--- src/include/node_status_pkg.sv ---
// Package with constants and types for the node status indicator block
// Overview of operation
// - Node address is valid only when it lies between 0 and 63.
// - Address is tens switch times ten plus units switch; above 63 is refused.
// - Only bit rates 125, 250 and 500 kbit/s are supported.
// - New bit rate goes to storage at once; active rate changes at next start-up.
// - Factory stored setting is address 63 and 125 kbit/s.
// - For about one second after start-up the bus indicator shows the active rate.
// - Measurement indicator steady green when no error and values valid.
// - Measurement indicator flashes green while sampling internal references.
// - Measurement indicator orange on out-of-range or active limit switch.
// - Measurement indicator steady red on error, above all other measurement states.
// - Bus indicator dark until the duplicate node id check completes.
// - Bus indicator steady green when allocated and connections established.
// - Bus indicator flashes green while not allocated or not established.
// - Bus indicator flashes red on a recoverable connection timeout.
// - Bus indicator steady red on critical error; network traffic stops.
// - Corrupt firmware: both indicators flash red fast, alternating; no operation.
// - Internal error: both indicators steady red until power is cycled.
package node_status_pkg;

    // Indicator colour, two enables: bit1 red, bit0 green
    typedef enum logic [1:0] {
        LED_OFF = 2'h0,
        LED_GREEN = 2'h1,
        LED_RED = 2'h2,
        LED_ORANGE = 2'h3
    } led_colour_t;

    // Bit rate codes
    typedef enum logic [1:0] {
        RATE_125 = 2'h0,
        RATE_250 = 2'h1,
        RATE_500 = 2'h2
    } rate_t;

    // Network state reported by the protocol stack
    typedef struct packed {
        logic dup_check_done;
        logic allocated;
        logic established;
        logic conn_timeout;
        logic critical_error;
    } net_state_t;

    // Measurement state reported by the acquisition chain
    typedef struct packed {
        logic error;
        logic internal_ref;
        logic out_of_range;
        logic limit_active;
    } meas_state_t;

    // Pair of indicator colours
    typedef struct packed {
        led_colour_t meas;
        led_colour_t bus;
    } led_pair_t;

    localparam int CLOCK_HZ = 25000000;
    localparam int CLOCK_NS = 40;
    localparam int ADDR_MAX = 63;
    localparam int RATE_SHOW_MS = 1000;
    localparam int RATE_SHOW_CYCLES = RATE_SHOW_MS * (CLOCK_HZ / 1000);
    localparam int SLOW_HALF_MS = 500;
    localparam int SLOW_HALF_CYCLES = SLOW_HALF_MS * (CLOCK_HZ / 1000);
    localparam int FAST_HALF_MS = 100;
    localparam int FAST_HALF_CYCLES = FAST_HALF_MS * (CLOCK_HZ / 1000);
    localparam logic [5:0] FACTORY_ADDR = 6'h3F;
    localparam rate_t FACTORY_RATE = RATE_125;

    // Wishbone register byte addresses
    localparam logic [3:0] REG_CONFIG = 4'h0;
    localparam logic [3:0] REG_STATUS = 4'h4;
    localparam logic [3:0] REG_CONTROL = 4'h8;

    // Field positions
    localparam int CFG_RATE_LSB = 0;
    localparam int CFG_ADDR_LSB = 8;
    localparam int ST_ACTIVE_RATE_LSB = 0;
    localparam int ST_NODE_ADDR_LSB = 8;
    localparam int ST_ADDR_VALID = 16;
    localparam int ST_SHOWING_RATE = 17;
    localparam int ST_HALTED = 18;
    localparam int ST_FW_BAD = 19;
    localparam int ST_RATE_SAVED = 20;
    localparam int CTL_FW_BAD = 0;
    localparam int CTL_INT_ERR = 1;
    localparam int CTL_CLR_SAVED = 2;

endpackage
--- src/core/address_decoder.sv ---
// Converts two decimal switch digits into a node address
`timescale 1ns/1ps
module address_decoder (
    input wire logic [3:0] i_tens,   // Upper rotary switch
    input wire logic [3:0] i_units,  // Lower rotary switch
    output logic [6:0] o_addr,       // Combined address
    output logic o_valid             // Address is permitted
);
    import node_status_pkg::*;

    wire [6:0] tens_x10 = {i_tens, 3'h0} + {2'h0, i_tens, 1'h0};
    wire digits_ok = (i_tens <= 4'h9) && (i_units <= 4'h9);
    // Tens times ten plus units
    assign o_addr = tens_x10 + {3'h0, i_units};
    assign o_valid = digits_ok && (o_addr <= 7'(ADDR_MAX));
endmodule

--- src/core/blink_divider.sv ---
// Clock divider with a square wave output
`timescale 1ns/1ps
module blink_divider #(
    parameter int HALF_CYCLES = 12500000
) (
    input wire logic i_clock,  // System clock
    input wire logic i_rst_n,  // Synchronous reset, active low
    output logic o_wave        // Square wave, half period HALF_CYCLES
);
    localparam int CW = $clog2(HALF_CYCLES + 1);
    localparam logic [CW-1:0] LAST = CW'(HALF_CYCLES - 1);

    logic [CW-1:0] count;
    wire wrap = (count == LAST);

    // Count cycles and flip the wave at each wrap
    always_ff @(posedge i_clock) begin
        if (!i_rst_n) begin
            count <= '0;
            o_wave <= 1'b0;
        end else if (wrap) begin
            count <= '0;
            o_wave <= ~o_wave;
        end else begin
            count <= count + CW'(1);
        end
    end
endmodule

--- src/core/fieldbus_node_status_indicator.sv ---
// Node configuration and two tri-colour status indicators
`timescale 1ns/1ps
module fieldbus_node_status_indicator #(
    parameter int RATE_SHOW = node_status_pkg::RATE_SHOW_CYCLES,
    parameter int SLOW_HALF = node_status_pkg::SLOW_HALF_CYCLES,
    parameter int FAST_HALF = node_status_pkg::FAST_HALF_CYCLES
) (
    input wire logic i_clock,                         // 25 MHz clock
    input wire logic i_rst_n,                         // Power-on reset, low
    input wire logic [3:0] i_sw_tens,                 // Tens switch
    input wire logic [3:0] i_sw_units,                // Units switch
    input wire node_status_pkg::rate_t i_stored_rate, // Rate from storage
    input wire logic i_stored_ok,                     // Storage holds a rate
    input wire node_status_pkg::net_state_t i_net,    // Network state
    input wire node_status_pkg::meas_state_t i_meas,  // Measurement state
    input wire logic [3:0] i_wb_adr,                  // Wishbone address
    input wire logic [31:0] i_wb_dat,                 // Wishbone write data
    input wire logic [3:0] i_wb_sel,                  // Byte selects
    input wire logic i_wb_we,                         // Write enable
    input wire logic i_wb_cyc,                        // Cycle
    input wire logic i_wb_stb,                        // Strobe
    output logic [31:0] o_wb_dat,                     // Read data
    output logic o_wb_ack,                            // Acknowledge
    output logic o_wb_err,                            // Unmapped access
    output node_status_pkg::rate_t o_active_rate,     // Rate in use
    output logic [5:0] o_node_addr,                   // Node address in use
    output logic o_nv_write,                          // Store rate pulse
    output node_status_pkg::rate_t o_nv_rate,         // Rate to store
    output logic o_net_enable,                        // Network allowed
    output logic o_meas_red,                          // Upper LED red
    output logic o_meas_green,                        // Upper LED green
    output logic o_bus_red,                           // Lower LED red
    output logic o_bus_green                          // Lower LED green
);
    import node_status_pkg::*;

    localparam int SW = $clog2(RATE_SHOW + 1);

    logic [6:0] sw_addr;
    logic sw_valid;
    logic slow_wave;
    logic fast_wave;
    logic [SW-1:0] show_count;
    logic showing;
    logic started;
    logic fw_bad;
    logic int_err;
    logic rate_saved;
    logic ack;
    logic err;
    logic [31:0] rdata;
    led_pair_t leds;
    led_pair_t next_leds;

    address_decoder u_addr (
        .i_tens(i_sw_tens),
        .i_units(i_sw_units),
        .o_addr(sw_addr),
        .o_valid(sw_valid)
    );

    blink_divider #(.HALF_CYCLES(SLOW_HALF)) u_slow (
        .i_clock(i_clock),
        .i_rst_n(i_rst_n),
        .o_wave(slow_wave)
    );

    blink_divider #(.HALF_CYCLES(FAST_HALF)) u_fast (
        .i_clock(i_clock),
        .i_rst_n(i_rst_n),
        .o_wave(fast_wave)
    );

    // Bus decode
    wire req = i_wb_cyc && i_wb_stb && !ack && !err;
    wire hit_cfg = (i_wb_adr == REG_CONFIG);
    wire hit_st = (i_wb_adr == REG_STATUS);
    wire hit_ctl = (i_wb_adr == REG_CONTROL);
    wire mapped = hit_cfg || hit_st || hit_ctl;
    wire wr_cfg = req && i_wb_we && hit_cfg && i_wb_sel[0];
    wire wr_ctl = req && i_wb_we && hit_ctl && i_wb_sel[0];
    wire [1:0] wr_rate = i_wb_dat[CFG_RATE_LSB +: 2];
    wire rate_ok = (wr_rate == RATE_125) || (wr_rate == RATE_250)
        || (wr_rate == RATE_500);
    wire halted = fw_bad || int_err;
    wire show_end = (show_count == SW'(RATE_SHOW - 1));

    // Status word and read mux
    wire [31:0] status_word = {11'h000, rate_saved, fw_bad, halted,
        showing, sw_valid, 2'h0, o_node_addr, 6'h00, o_active_rate};
    wire [31:0] config_word = {18'h00000, o_node_addr, 6'h00, o_nv_rate};
    wire [31:0] control_word = {30'h00000000, int_err, fw_bad};
    assign rdata = hit_st ? status_word : hit_ctl ? control_word
        : config_word;

    // Wishbone answer one cycle after request
    always_ff @(posedge i_clock) begin
        if (!i_rst_n) begin
            ack <= 1'b0;
            err <= 1'b0;
            o_wb_dat <= 32'h00000000;
        end else begin
            ack <= req && mapped;
            err <= req && !mapped;
            o_wb_dat <= (req && mapped) ? rdata : 32'h00000000;
        end
    end
    assign o_wb_ack = ack;
    assign o_wb_err = err;

    // Rate and address latched once at start-up
    always_ff @(posedge i_clock) begin
        if (!i_rst_n) begin
            started <= 1'b0;
            o_active_rate <= FACTORY_RATE;
            o_node_addr <= FACTORY_ADDR;
            o_nv_rate <= FACTORY_RATE;
        end else if (!started) begin
            started <= 1'b1;
            o_active_rate <= i_stored_ok ? i_stored_rate : FACTORY_RATE;
            o_nv_rate <= i_stored_ok ? i_stored_rate : FACTORY_RATE;
            o_node_addr <= sw_valid ? sw_addr[5:0] : FACTORY_ADDR;
        end else if (wr_cfg && rate_ok) begin
            o_nv_rate <= rate_t'(wr_rate);
        end
    end

    // Storage write pulse; active rate untouched until next start-up
    always_ff @(posedge i_clock) begin
        if (!i_rst_n) begin
            o_nv_write <= 1'b0;
            rate_saved <= 1'b0;
        end else begin
            o_nv_write <= wr_cfg && rate_ok;
            if (wr_cfg && rate_ok) begin
                rate_saved <= 1'b1;
            end else if (wr_ctl && i_wb_dat[CTL_CLR_SAVED]) begin
                rate_saved <= 1'b0;
            end
        end
    end

    // Fault latches; only reset (power cycle) clears them
    always_ff @(posedge i_clock) begin
        if (!i_rst_n) begin
            fw_bad <= 1'b0;
            int_err <= 1'b0;
        end else if (wr_ctl) begin
            fw_bad <= fw_bad | i_wb_dat[CTL_FW_BAD];
            int_err <= int_err | i_wb_dat[CTL_INT_ERR];
        end
    end

    // Start-up rate display timer
    always_ff @(posedge i_clock) begin
        if (!i_rst_n) begin
            show_count <= '0;
            showing <= 1'b1;
        end else if (showing) begin
            show_count <= show_count + SW'(1);
            showing <= !show_end;
        end
    end

    assign o_net_enable = started && !halted && !i_net.critical_error;

    // Measurement indicator selection
    led_colour_t meas_norm;
    always_comb begin
        meas_norm = LED_GREEN;
        if (i_meas.error) begin
            meas_norm = LED_RED;
        end else if (i_meas.out_of_range || i_meas.limit_active) begin
            meas_norm = LED_ORANGE;
        end else if (i_meas.internal_ref) begin
            meas_norm = slow_wave ? LED_GREEN : LED_OFF;
        end
    end

    // Bus indicator selection
    led_colour_t bus_norm;
    led_colour_t rate_colour;
    always_comb begin
        unique case (o_active_rate)
            RATE_500: rate_colour = LED_RED;
            RATE_250: rate_colour = LED_ORANGE;
            default: rate_colour = LED_GREEN;
        endcase
        bus_norm = LED_OFF;
        if (!i_net.dup_check_done) begin
            bus_norm = LED_OFF;
        end else if (i_net.critical_error) begin
            bus_norm = LED_RED;
        end else if (i_net.conn_timeout) begin
            bus_norm = slow_wave ? LED_RED : LED_OFF;
        end else if (i_net.allocated && i_net.established) begin
            bus_norm = LED_GREEN;
        end else begin
            bus_norm = slow_wave ? LED_GREEN : LED_OFF;
        end
    end

    // Final priority: faults, then start-up display, then normal
    always_comb begin
        next_leds.meas = meas_norm;
        next_leds.bus = showing ? rate_colour : bus_norm;
        if (int_err) begin
            next_leds.meas = LED_RED;
            next_leds.bus = LED_RED;
        end else if (fw_bad) begin
            next_leds.meas = fast_wave ? LED_RED : LED_OFF;
            next_leds.bus = fast_wave ? LED_OFF : LED_RED;
        end
    end

    // Registered LED drivers
    always_ff @(posedge i_clock) begin
        if (!i_rst_n) begin
            leds <= '{meas: LED_OFF, bus: LED_OFF};
        end else begin
            leds <= next_leds;
        end
    end
    assign o_meas_red = leds.meas[1];
    assign o_meas_green = leds.meas[0];
    assign o_bus_red = leds.bus[1];
    assign o_bus_green = leds.bus[0];

    chk_ack_one_cycle: assert property (@(posedge i_clock)
        disable iff (!i_rst_n) o_wb_ack |=> !o_wb_ack)
        else $error("ack held more than one cycle");
    chk_rate_keeps: assert property (@(posedge i_clock)
        disable iff (!i_rst_n) started && $past(started)
        |-> $stable(o_active_rate))
        else $error("active rate changed after start-up");
    chk_nv_pulse: assert property (@(posedge i_clock)
        disable iff (!i_rst_n) (wr_cfg && rate_ok) |=> o_nv_write)
        else $error("storage write missing");
    chk_addr_range: assert property (@(posedge i_clock)
        disable iff (!i_rst_n) (!started && sw_valid)
        |=> o_node_addr == $past(sw_addr))
        else $error("switch address not taken");
    chk_addr_factory: assert property (@(posedge i_clock)
        disable iff (!i_rst_n) (!started && !sw_valid)
        |=> o_node_addr == FACTORY_ADDR)
        else $error("bad switch setting not refused");
    chk_meas_red: assert property (@(posedge i_clock)
        disable iff (!i_rst_n) (i_meas.error && !fw_bad)
        |=> o_meas_red && !o_meas_green)
        else $error("measurement error not red");
    chk_bus_dark: assert property (@(posedge i_clock)
        disable iff (!i_rst_n) (!i_net.dup_check_done && !showing
        && !halted) |=> !o_bus_red && !o_bus_green)
        else $error("bus indicator lit before check");
    chk_critical_stop: assert property (@(posedge i_clock)
        disable iff (!i_rst_n) i_net.critical_error |-> !o_net_enable)
        else $error("network still enabled on critical error");
    chk_internal_red: assert property (@(posedge i_clock)
        disable iff (!i_rst_n) int_err |=> o_meas_red && o_bus_red
        && !o_meas_green && !o_bus_green)
        else $error("internal error not steady red");
    chk_fw_alternate: assert property (@(posedge i_clock)
        disable iff (!i_rst_n) (fw_bad && !int_err && $past(fw_bad))
        |=> o_meas_red != o_bus_red)
        else $error("firmware fault not alternating");
    chk_show_rate: assert property (@(posedge i_clock)
        disable iff (!i_rst_n) (showing && started && !halted
        && o_active_rate == RATE_500) |=> o_bus_red && !o_bus_green)
        else $error("start-up rate colour wrong");

    // Further checks on start-up, storage, indicator colours and network enable
    chk_rate_refused: assert property (@(posedge i_clock)
        disable iff (!i_rst_n) (wr_cfg && !rate_ok) |=> !o_nv_write)
        else $error("unsupported rate was stored");
    chk_factory_rate: assert property (@(posedge i_clock)
        disable iff (!i_rst_n) (!started && !i_stored_ok)
        |=> o_active_rate == FACTORY_RATE)
        else $error("blank store did not give factory rate");
    chk_meas_green: assert property (@(posedge i_clock)
        disable iff (!i_rst_n) (i_meas == '0 && !halted)
        |=> o_meas_green && !o_meas_red)
        else $error("measurement indicator not green");
    chk_meas_orange: assert property (@(posedge i_clock)
        disable iff (!i_rst_n) (!i_meas.error && !halted
        && (i_meas.out_of_range || i_meas.limit_active))
        |=> o_meas_green && o_meas_red)
        else $error("measurement indicator not orange");
    chk_bus_green: assert property (@(posedge i_clock)
        disable iff (!i_rst_n) (i_net.dup_check_done
        && !i_net.critical_error && !i_net.conn_timeout
        && i_net.allocated && i_net.established && !showing
        && !halted) |=> o_bus_green && !o_bus_red)
        else $error("bus indicator not steady green");
    chk_timeout_red: assert property (@(posedge i_clock)
        disable iff (!i_rst_n) (i_net.dup_check_done
        && !i_net.critical_error && i_net.conn_timeout && !showing
        && !halted) |=> !o_bus_green)
        else $error("timeout shown in green");
    chk_halt_stop: assert property (@(posedge i_clock)
        disable iff (!i_rst_n) halted |-> !o_net_enable)
        else $error("network enabled while halted");

    cov_rate_saved: cover property (@(posedge i_clock) o_nv_write);
    cov_show_end: cover property (@(posedge i_clock) $fell(showing));
    cov_fw_bad: cover property (@(posedge i_clock) $rose(fw_bad));
    cov_unmapped: cover property (@(posedge i_clock) o_wb_err);
endmodule

--- config.mk ---
export PLATFORM = sky130hd
export DESIGN_NAME = fieldbus_node_status_indicator
export DESIGN_NICKNAME = d
export VERILOG_FILES = /design/src/include/node_status_pkg.sv /design/src/core/address_decoder.sv /design/src/core/blink_divider.sv /design/src/core/fieldbus_node_status_indicator.sv
export SDC_FILE = /design/constraint.sdc
export NUM_CORES = 1
export LEC_CHECK = 0
export BUFFER_PORTS_ARGS = -buffer_cell sky130_fd_sc_hd__buf_4
export CELL_PAD_IN_SITES_DETAIL_PLACEMENT = 1
export CELL_PAD_IN_SITES_GLOBAL_PLACEMENT = 1
export CORE_MARGIN = 2
export CORE_UTILIZATION = 41
export CTS_BUF_LIST = sky130_fd_sc_hd__clkbuf_4
export CTS_CLUSTER_DIAMETER = 80
export CTS_CLUSTER_SIZE = 28
export DETAILED_ROUTE_END_ITERATION = 10
export PLACE_DENSITY = 0.8
export SYNTH_ARGS = -nofsm -noshare
export SYNTH_HDL_FRONTEND = slang
export SYNTH_SLANG_ARGS = --single-unit
export TNS_END_PERCENT = 20
--- constraint.sdc ---
create_clock -name i_clock -period 2.63 [get_ports i_clock]
set_input_delay 0.1315 -clock i_clock [delete_from_list [all_inputs] [get_ports i_clock]]
set_output_delay 0.1315 -clock i_clock [all_outputs]
set_load 0.02 [all_outputs]
# Word-level counts from Yosys, hierarchy flattened
# Index checks and enable logic that the tools add are counted.
dict set report word_totals {
  rom_bits 0
  memories 0
  ff_bits 127
  in_bits 65
  out_inout_bits 50
  latchBits 0
  ramBits 0
}
dict set report op_classes {
  n_reduce_logical 37
  n_shift 0
  multipliers 0
  div 0
  muxes 25
  bitwise_logic 6
  eq_ne 10
  add_sub_neg 5
  order_cmp 3
}
# cell count
set ops {}
lappend ops {{25-bit by 1-bit adder with 25-bit output, second input constant} 1}
lappend ops {{25-bit equality test, second input constant} 1}
lappend ops {{24-bit by 1-bit adder with 24-bit output, second input constant} 1}
lappend ops {{24-bit equality test, second input constant} 1}
lappend ops {{2-bit two-way mux} 12}
lappend ops {{22-bit by 1-bit adder with 22-bit output, second input constant} 1}
lappend ops {{22-bit equality test, second input constant} 1}
lappend ops {{21-bit two-way mux} 1}
lappend ops {{1-bit logical AND} 17}
lappend ops {{14-bit two-way mux} 1}
lappend ops {{4-bit less-or-equal comparator, second input constant} 2}
lappend ops {{4-bit two-way mux} 2}
lappend ops {{7-bit by 4-bit adder with 7-bit output} 1}
lappend ops {{7-bit by 5-bit adder with 7-bit output} 1}
lappend ops {{7-bit by 6-bit less-or-equal comparator with 1-bit output, second input constant} 1}
lappend ops {{1-bit two-way mux} 7}
lappend ops {{1-bit logical NOT} 6}
lappend ops {{1-bit logical OR} 6}
lappend ops {{6-bit two-way mux} 1}
lappend ops {{2-bit OR reduction} 3}
lappend ops {{2-bit by 1-bit equality test with 1-bit output, second input constant} 2}
lappend ops {{2-bit equality test, second input constant} 2}
lappend ops {{4-bit by 3-bit equality test with 1-bit output, second input constant} 1}
lappend ops {{4-bit equality test, second input constant} 1}
lappend ops {{other kinds (9)} 13}

# Depth between registers and ports, before layout
dict set report logic_depth {
  word_depth 9
  ltp_mapped 7
}

# Cells and area by module
# A second synthesis with hierarchy kept.
dict set report unflattened {
  hier_cells 571
  area_unflattened_um2 5028.6
}
# module cells_each n_inst area_per_inst_um2
set modules_own_cells {}
lappend modules_own_cells {fieldbus_node_status_indicator 292 1 2586.2}
lappend modules_own_cells {{blink_divider at u_slow} 131 1 1144.8}
lappend modules_own_cells {{blink_divider at u_fast} 121 1 1058.5}
lappend modules_own_cells {address_decoder 27 1 239.0}

# Worst setup path before layout
# No wires, ideal clock.
dict set report synth_path {
  kind {input-to-reg}
  start {input i_sw_tens[0]}
  end {register o_node_addr[5]}
  setup_ns 0.134
  arrival_time_ns 1.998
  path_buffers 0
  cell_stages 6
  path_slack_ns 0.498
  path_cell_list {fa_1 fa_1 a21o_1 a21oi_1 mux2i_1 o21ai_0}
}
dict set report synth_between {
  elab_chain_len 5
  word_cells_on_any_way 7
}
# element line
set synth_lines {}
lappend synth_lines {{start: declaration} fieldbus_node_status_indicator.sv:10} ;# input wire logic [3:0] i_sw_tens,
lappend synth_lines {{7-bit by 5-bit adder with 7-bit output} address_decoder.sv:11} ;# wire [6:0] tens_x10 = {i_tens, 3'h0} + {2'h0, i_tens, 1'h0};
lappend synth_lines {{7-bit by 4-bit adder with 7-bit output} address_decoder.sv:14} ;# assign o_addr = tens_x10 + {3'h0, i_units};
lappend synth_lines {{7-bit by 6-bit less-or-equal comparator with 1-bit output} address_decoder.sv:15} ;# assign o_valid = digits_ok && (o_addr <= 7'(ADDR_MAX));
lappend synth_lines {{1-bit logical AND} address_decoder.sv:15}
lappend synth_lines {{6-bit two-way mux *} fieldbus_node_status_indicator.sv:122} ;# o_node_addr <= sw_valid ? sw_addr[5:0] : FACTORY_ADDR;
lappend synth_lines {{end signal: assignment} fieldbus_node_status_indicator.sv:122}
lappend synth_lines {{end: declaration} fieldbus_node_status_indicator.sv:26} ;# output logic [5:0] o_node_addr,
# Every way passes the cells marked *; elsewhere a longest branch is shown, timed or not.
# A chain may end at the register's enable or synchronous reset.

# Worst setup path after layout
dict set report layout_path {
  start {input i_sw_units[2]}
  end {register o_node_addr[0]}
}
dict set report layout_between {
  elab_chain_len 4
  word_cells_on_any_way 6
}
# element line
set layout_lines {}
lappend layout_lines {{start: declaration} fieldbus_node_status_indicator.sv:11} ;# input wire logic [3:0] i_sw_units,
lappend layout_lines {{7-bit by 4-bit adder with 7-bit output or 4-bit less-or-equal comparator (tied branches)} {address_decoder.sv:14, address_decoder.sv:12}}
lappend layout_lines {{7-bit by 6-bit less-or-equal comparator with 1-bit output or 1-bit logical AND (tied branches)} {address_decoder.sv:15, address_decoder.sv:12}}
lappend layout_lines {{1-bit logical AND *} address_decoder.sv:15}
lappend layout_lines {{6-bit two-way mux *} fieldbus_node_status_indicator.sv:122}
# Marks and branches as above.

==> impl_metrics.tcl <==
set metrics [dict create \
    run_status "finished, final reports clean" \
    yosys-top-cells-area "dfxtp_1 (43%), nor2_1 (4.3%), a21oi_1 (4.2%), xnor2_1 (4.0%), buf_4 (2.8%)" \
    cts.repair_timing.setup_buffer_count 0 \
    worst-setup-path-type "primary input to flop" \
    num_cts_buffers 9 \
    drive_gt1_frac 0.147 \
    synth_enable_flop_cells 0 \
    hold_violations 0 \
    max_slew_headroom 0.551 \
    vias_in_the_first_global_route 4440 \
    cts.sinks 108 \
    post_drt_via_cell_ratio 5.45 \
    clock_path_buffers 2 \
    die_y_um 115 \
    required_time_reported_for_the_critical_path_endpoint_ns 3.01 \
    clk-insertion-delay-late_ns 0.49 \
    finalCritPeriodShare 0.876 \
    portBuffers 63 \
    cts_tree "yes" \
    post_synth.cell_area_avg_um2 8.74 \
    power.density_cell_area_nw_per_um2 477 \
    num_io_pins 115 \
    timing.critical_path.fanout_max 6 \
    hpwl_um 9570 \
    antenna_cells 0 \
    fp.dieW_um 115 \
    synth_largest_area_cell "dfxtp_1" \
    asyncSetResetFlopFracSynth 0 \
    synthesis.yosys.warnings 0 \
    post_cts_hold_buffer_count 16 \
    grt_first_pass_wirelength_um 21500 \
    routed_wirelength_um 13000 \
    max_cap_viol_count 0 \
    worstSetupEndpointType "flop" \
    clkSlewWorstSetupHoldPaths_ns 0.15 \
    first_pass_iters 4 \
    cts.htree.levels 3 \
    flow.area_growth_from_synthesis_pct 16.6 \
    report.final.slew_viol_count 0 \
    hold_path_class "primary input to flop" \
    clock_skew_ns 0.0123 \
    yosysTopAreaCellShare 0.431 \
    crit_arrival_ns 2.69 \
    resized_gates_after_cts 0 \
    grt_usage 0.207 \
    detail_route.drc_violations 0 \
    core_area_um2 12000 \
    vias 4354 \
    worst_slew_pin_slew_ns 0.669 \
    setup.reg_to_reg.worst_slack_ns 0.48 \
    syn-instance-count 574 \
    utilization 0.489 \
    finalCriticalPeriod_ns 2.30 \
    fp-row-count 40 \
    post_synth_num_cell_types 51 \
    globalplace.congestion 0.778 \
    power.leakage_uw 0.00215 \
    seq_area_frac_synth 0.431 \
    vdd.ir_drop.worst_uv 284 \
    initial_core_util 0.420 \
    synth.cell_area_um2 5020 \
    total_neg_setup_slack_ns 0 \
    design.final.nets 725 \
    wire_per_inst_um 16.3 \
    grt_remaining_overflow 0 \
    initial_antenna_violation_count 0 \
    grt_max_degree 40 \
    drt_first_iter_violations 212 \
    cts.root.buffer_cell "clkbuf_4" \
    fp.dieArea_um2 13100 \
    route.antenna.remaining_nets 0 \
    synth.ff_latch_count 108 \
    unrepaired_setup_endpoints_after_global_routing "no" \
    startpoint_type "primary input" \
    synth_top_flop_cell "dfxtp_1" \
    max_freq_mhz 434 \
    finalSetupViolations 0 \
]
==> metal layers <==
| layer | vias to the layer above | GRT usage | wire length, µm |
|---|---|---|---|
| met5 | - | 0 | 0 |
| met4 | 0 | 0.0585 | 212 |
| met3 | 17 | 0.0588 | 453 |
| met2 | 62 | 0.358 | 6580 |
| met1 | 2112 | 0.249 | 5760 |
| li1 | 2163 | - | - |
==> cell usage after synthesis (all sizes together) (2+ instances only) <==
cell type / number
inv: 21
or4: 17
o31ai: 16
nand4: 22
buf: 25
xor2: 16
a31oi: 5
nor4b: 8
or2: 5
o41ai: 4
clkbuf: 19
o21a: 2
ha: 11
nand2: 32
o21ai: 21
dfxtp: 108
nor4: 11
nor2: 58
or3: 17
fa: 2
nand3: 22
and3: 8
a21o: 2
and2: 9
and4: 7
nor2b: 3
or4b: 2
mux2i: 5
nand4bb: 2
nand2b: 3
mux2: 2
nor3: 15
xnor2: 23
a21oi: 42
==> path summary, 6_finish.rpt <==
path	to	cells after the start	start
worst min register to register	u_slow.count[0]	1	u_slow.count[0]
worst max register to register	show_count[21]	4	showing
worst max-delay path	o_node_addr[0]	10	i_sw_units[2]
worst min-delay path	o_node_addr[1]	4	i_sw_units[1]
==> where the power goes <==
group          switching (µW)  internal, µW
Sequential               21.5          1660
Clock                     543           278
Combinational             160           125
Total                     725          2070
==> cells in the final DEF, fill, tap and decap left out, drive strengths merged, types with 3 or more instances in the layout <==
cell type / n
nor4b: 8
dfxtp: 108
clkinv: 7
nor3: 15
clkbuf: 9
dlygate4sd3: 16
xnor2: 23
or2: 5
or4: 17
and4: 7
nor2: 58
xor2: 16
o31ai: 16
o41ai: 4
nand3: 22
o21ai: 21
or3: 17
and2: 9
and3: 8
nand4: 22
nor2b: 3
conb: 19
inv: 21
mux2i: 5
a31oi: 5
buf: 72
a21oi: 42
ha: 11
nand2: 32
nand2b: 3
nor4: 11
==> metrics by stage <==
step	total power [µW]	cell area, µm²	worst slack [ns]	cells	hold slack [ns]
2_1_floorplan	1890	5090	0.498	592	0.159
3_3_place_gp	1970	5570	0.343	767	0.308
3_5_place_dp	1980	5570	0.280	767	0.315
4_1_cts	2830	5850	0.369	799	0.00514
5_1_grt	2930	5850	0.258	799	0.0367
6_report	2790	5850	0.325	799	0.0460
==> flip-flops by register name, indices dropped and copies added (netlist names) <==
register and count:
o_nv_write 1, u_slow.count 24, u_fast.o_wave 1, show_count 25, o_active_rate 2, o_meas_green 1
o_bus_green 1, int_err 1, showing 1, o_bus_red 1, o_wb_dat 13, u_slow.o_wave 1
o_wb_ack 1, started 1, u_fast.count 22, fw_bad 1, rate_saved 1, o_nv_rate 2
o_node_addr 6, o_wb_err 1, o_meas_red 1
==> area by class of cell <==
| type | count | area (µm²) |
|---|---|---|
| fill | 1424 | 6110 |
| multi-input combinational | 418 | 2600 |
| sequential | 108 | 2160 |
| timing repair buffer | 88 | 701 |
| tap | 147 | 184 |
| inverter | 22 | 82.6 |
| clock buffer | 9 | 67.6 |
| clock inverter | 7 | 57.6 |
==> kinds of logic after synthesis <==
logic type,synth area share
flip-flops,0.431
buffers and inverters,0.0648
multiplexers,0.0145
AO/OA/AOI/OAI,0.114
AND/OR/NAND/NOR,0.272
other,0.000747
adder cells (fa/ha/maj),0.0354
XOR/XNOR,0.0681
==> worst max-delay path, cell delays in order <==
cell           delay, ns
dlygate4sd3_1       0.55
buf_4               0.15
ha_1                0.27
ha_1                0.23
fa_1                0.42
a21o_1              0.20
a21oi_1             0.23
mux2i_1             0.23
buf_4               0.17
a31oi_1             0.10
Note: power is estimated with default switching activity, not from simulation.
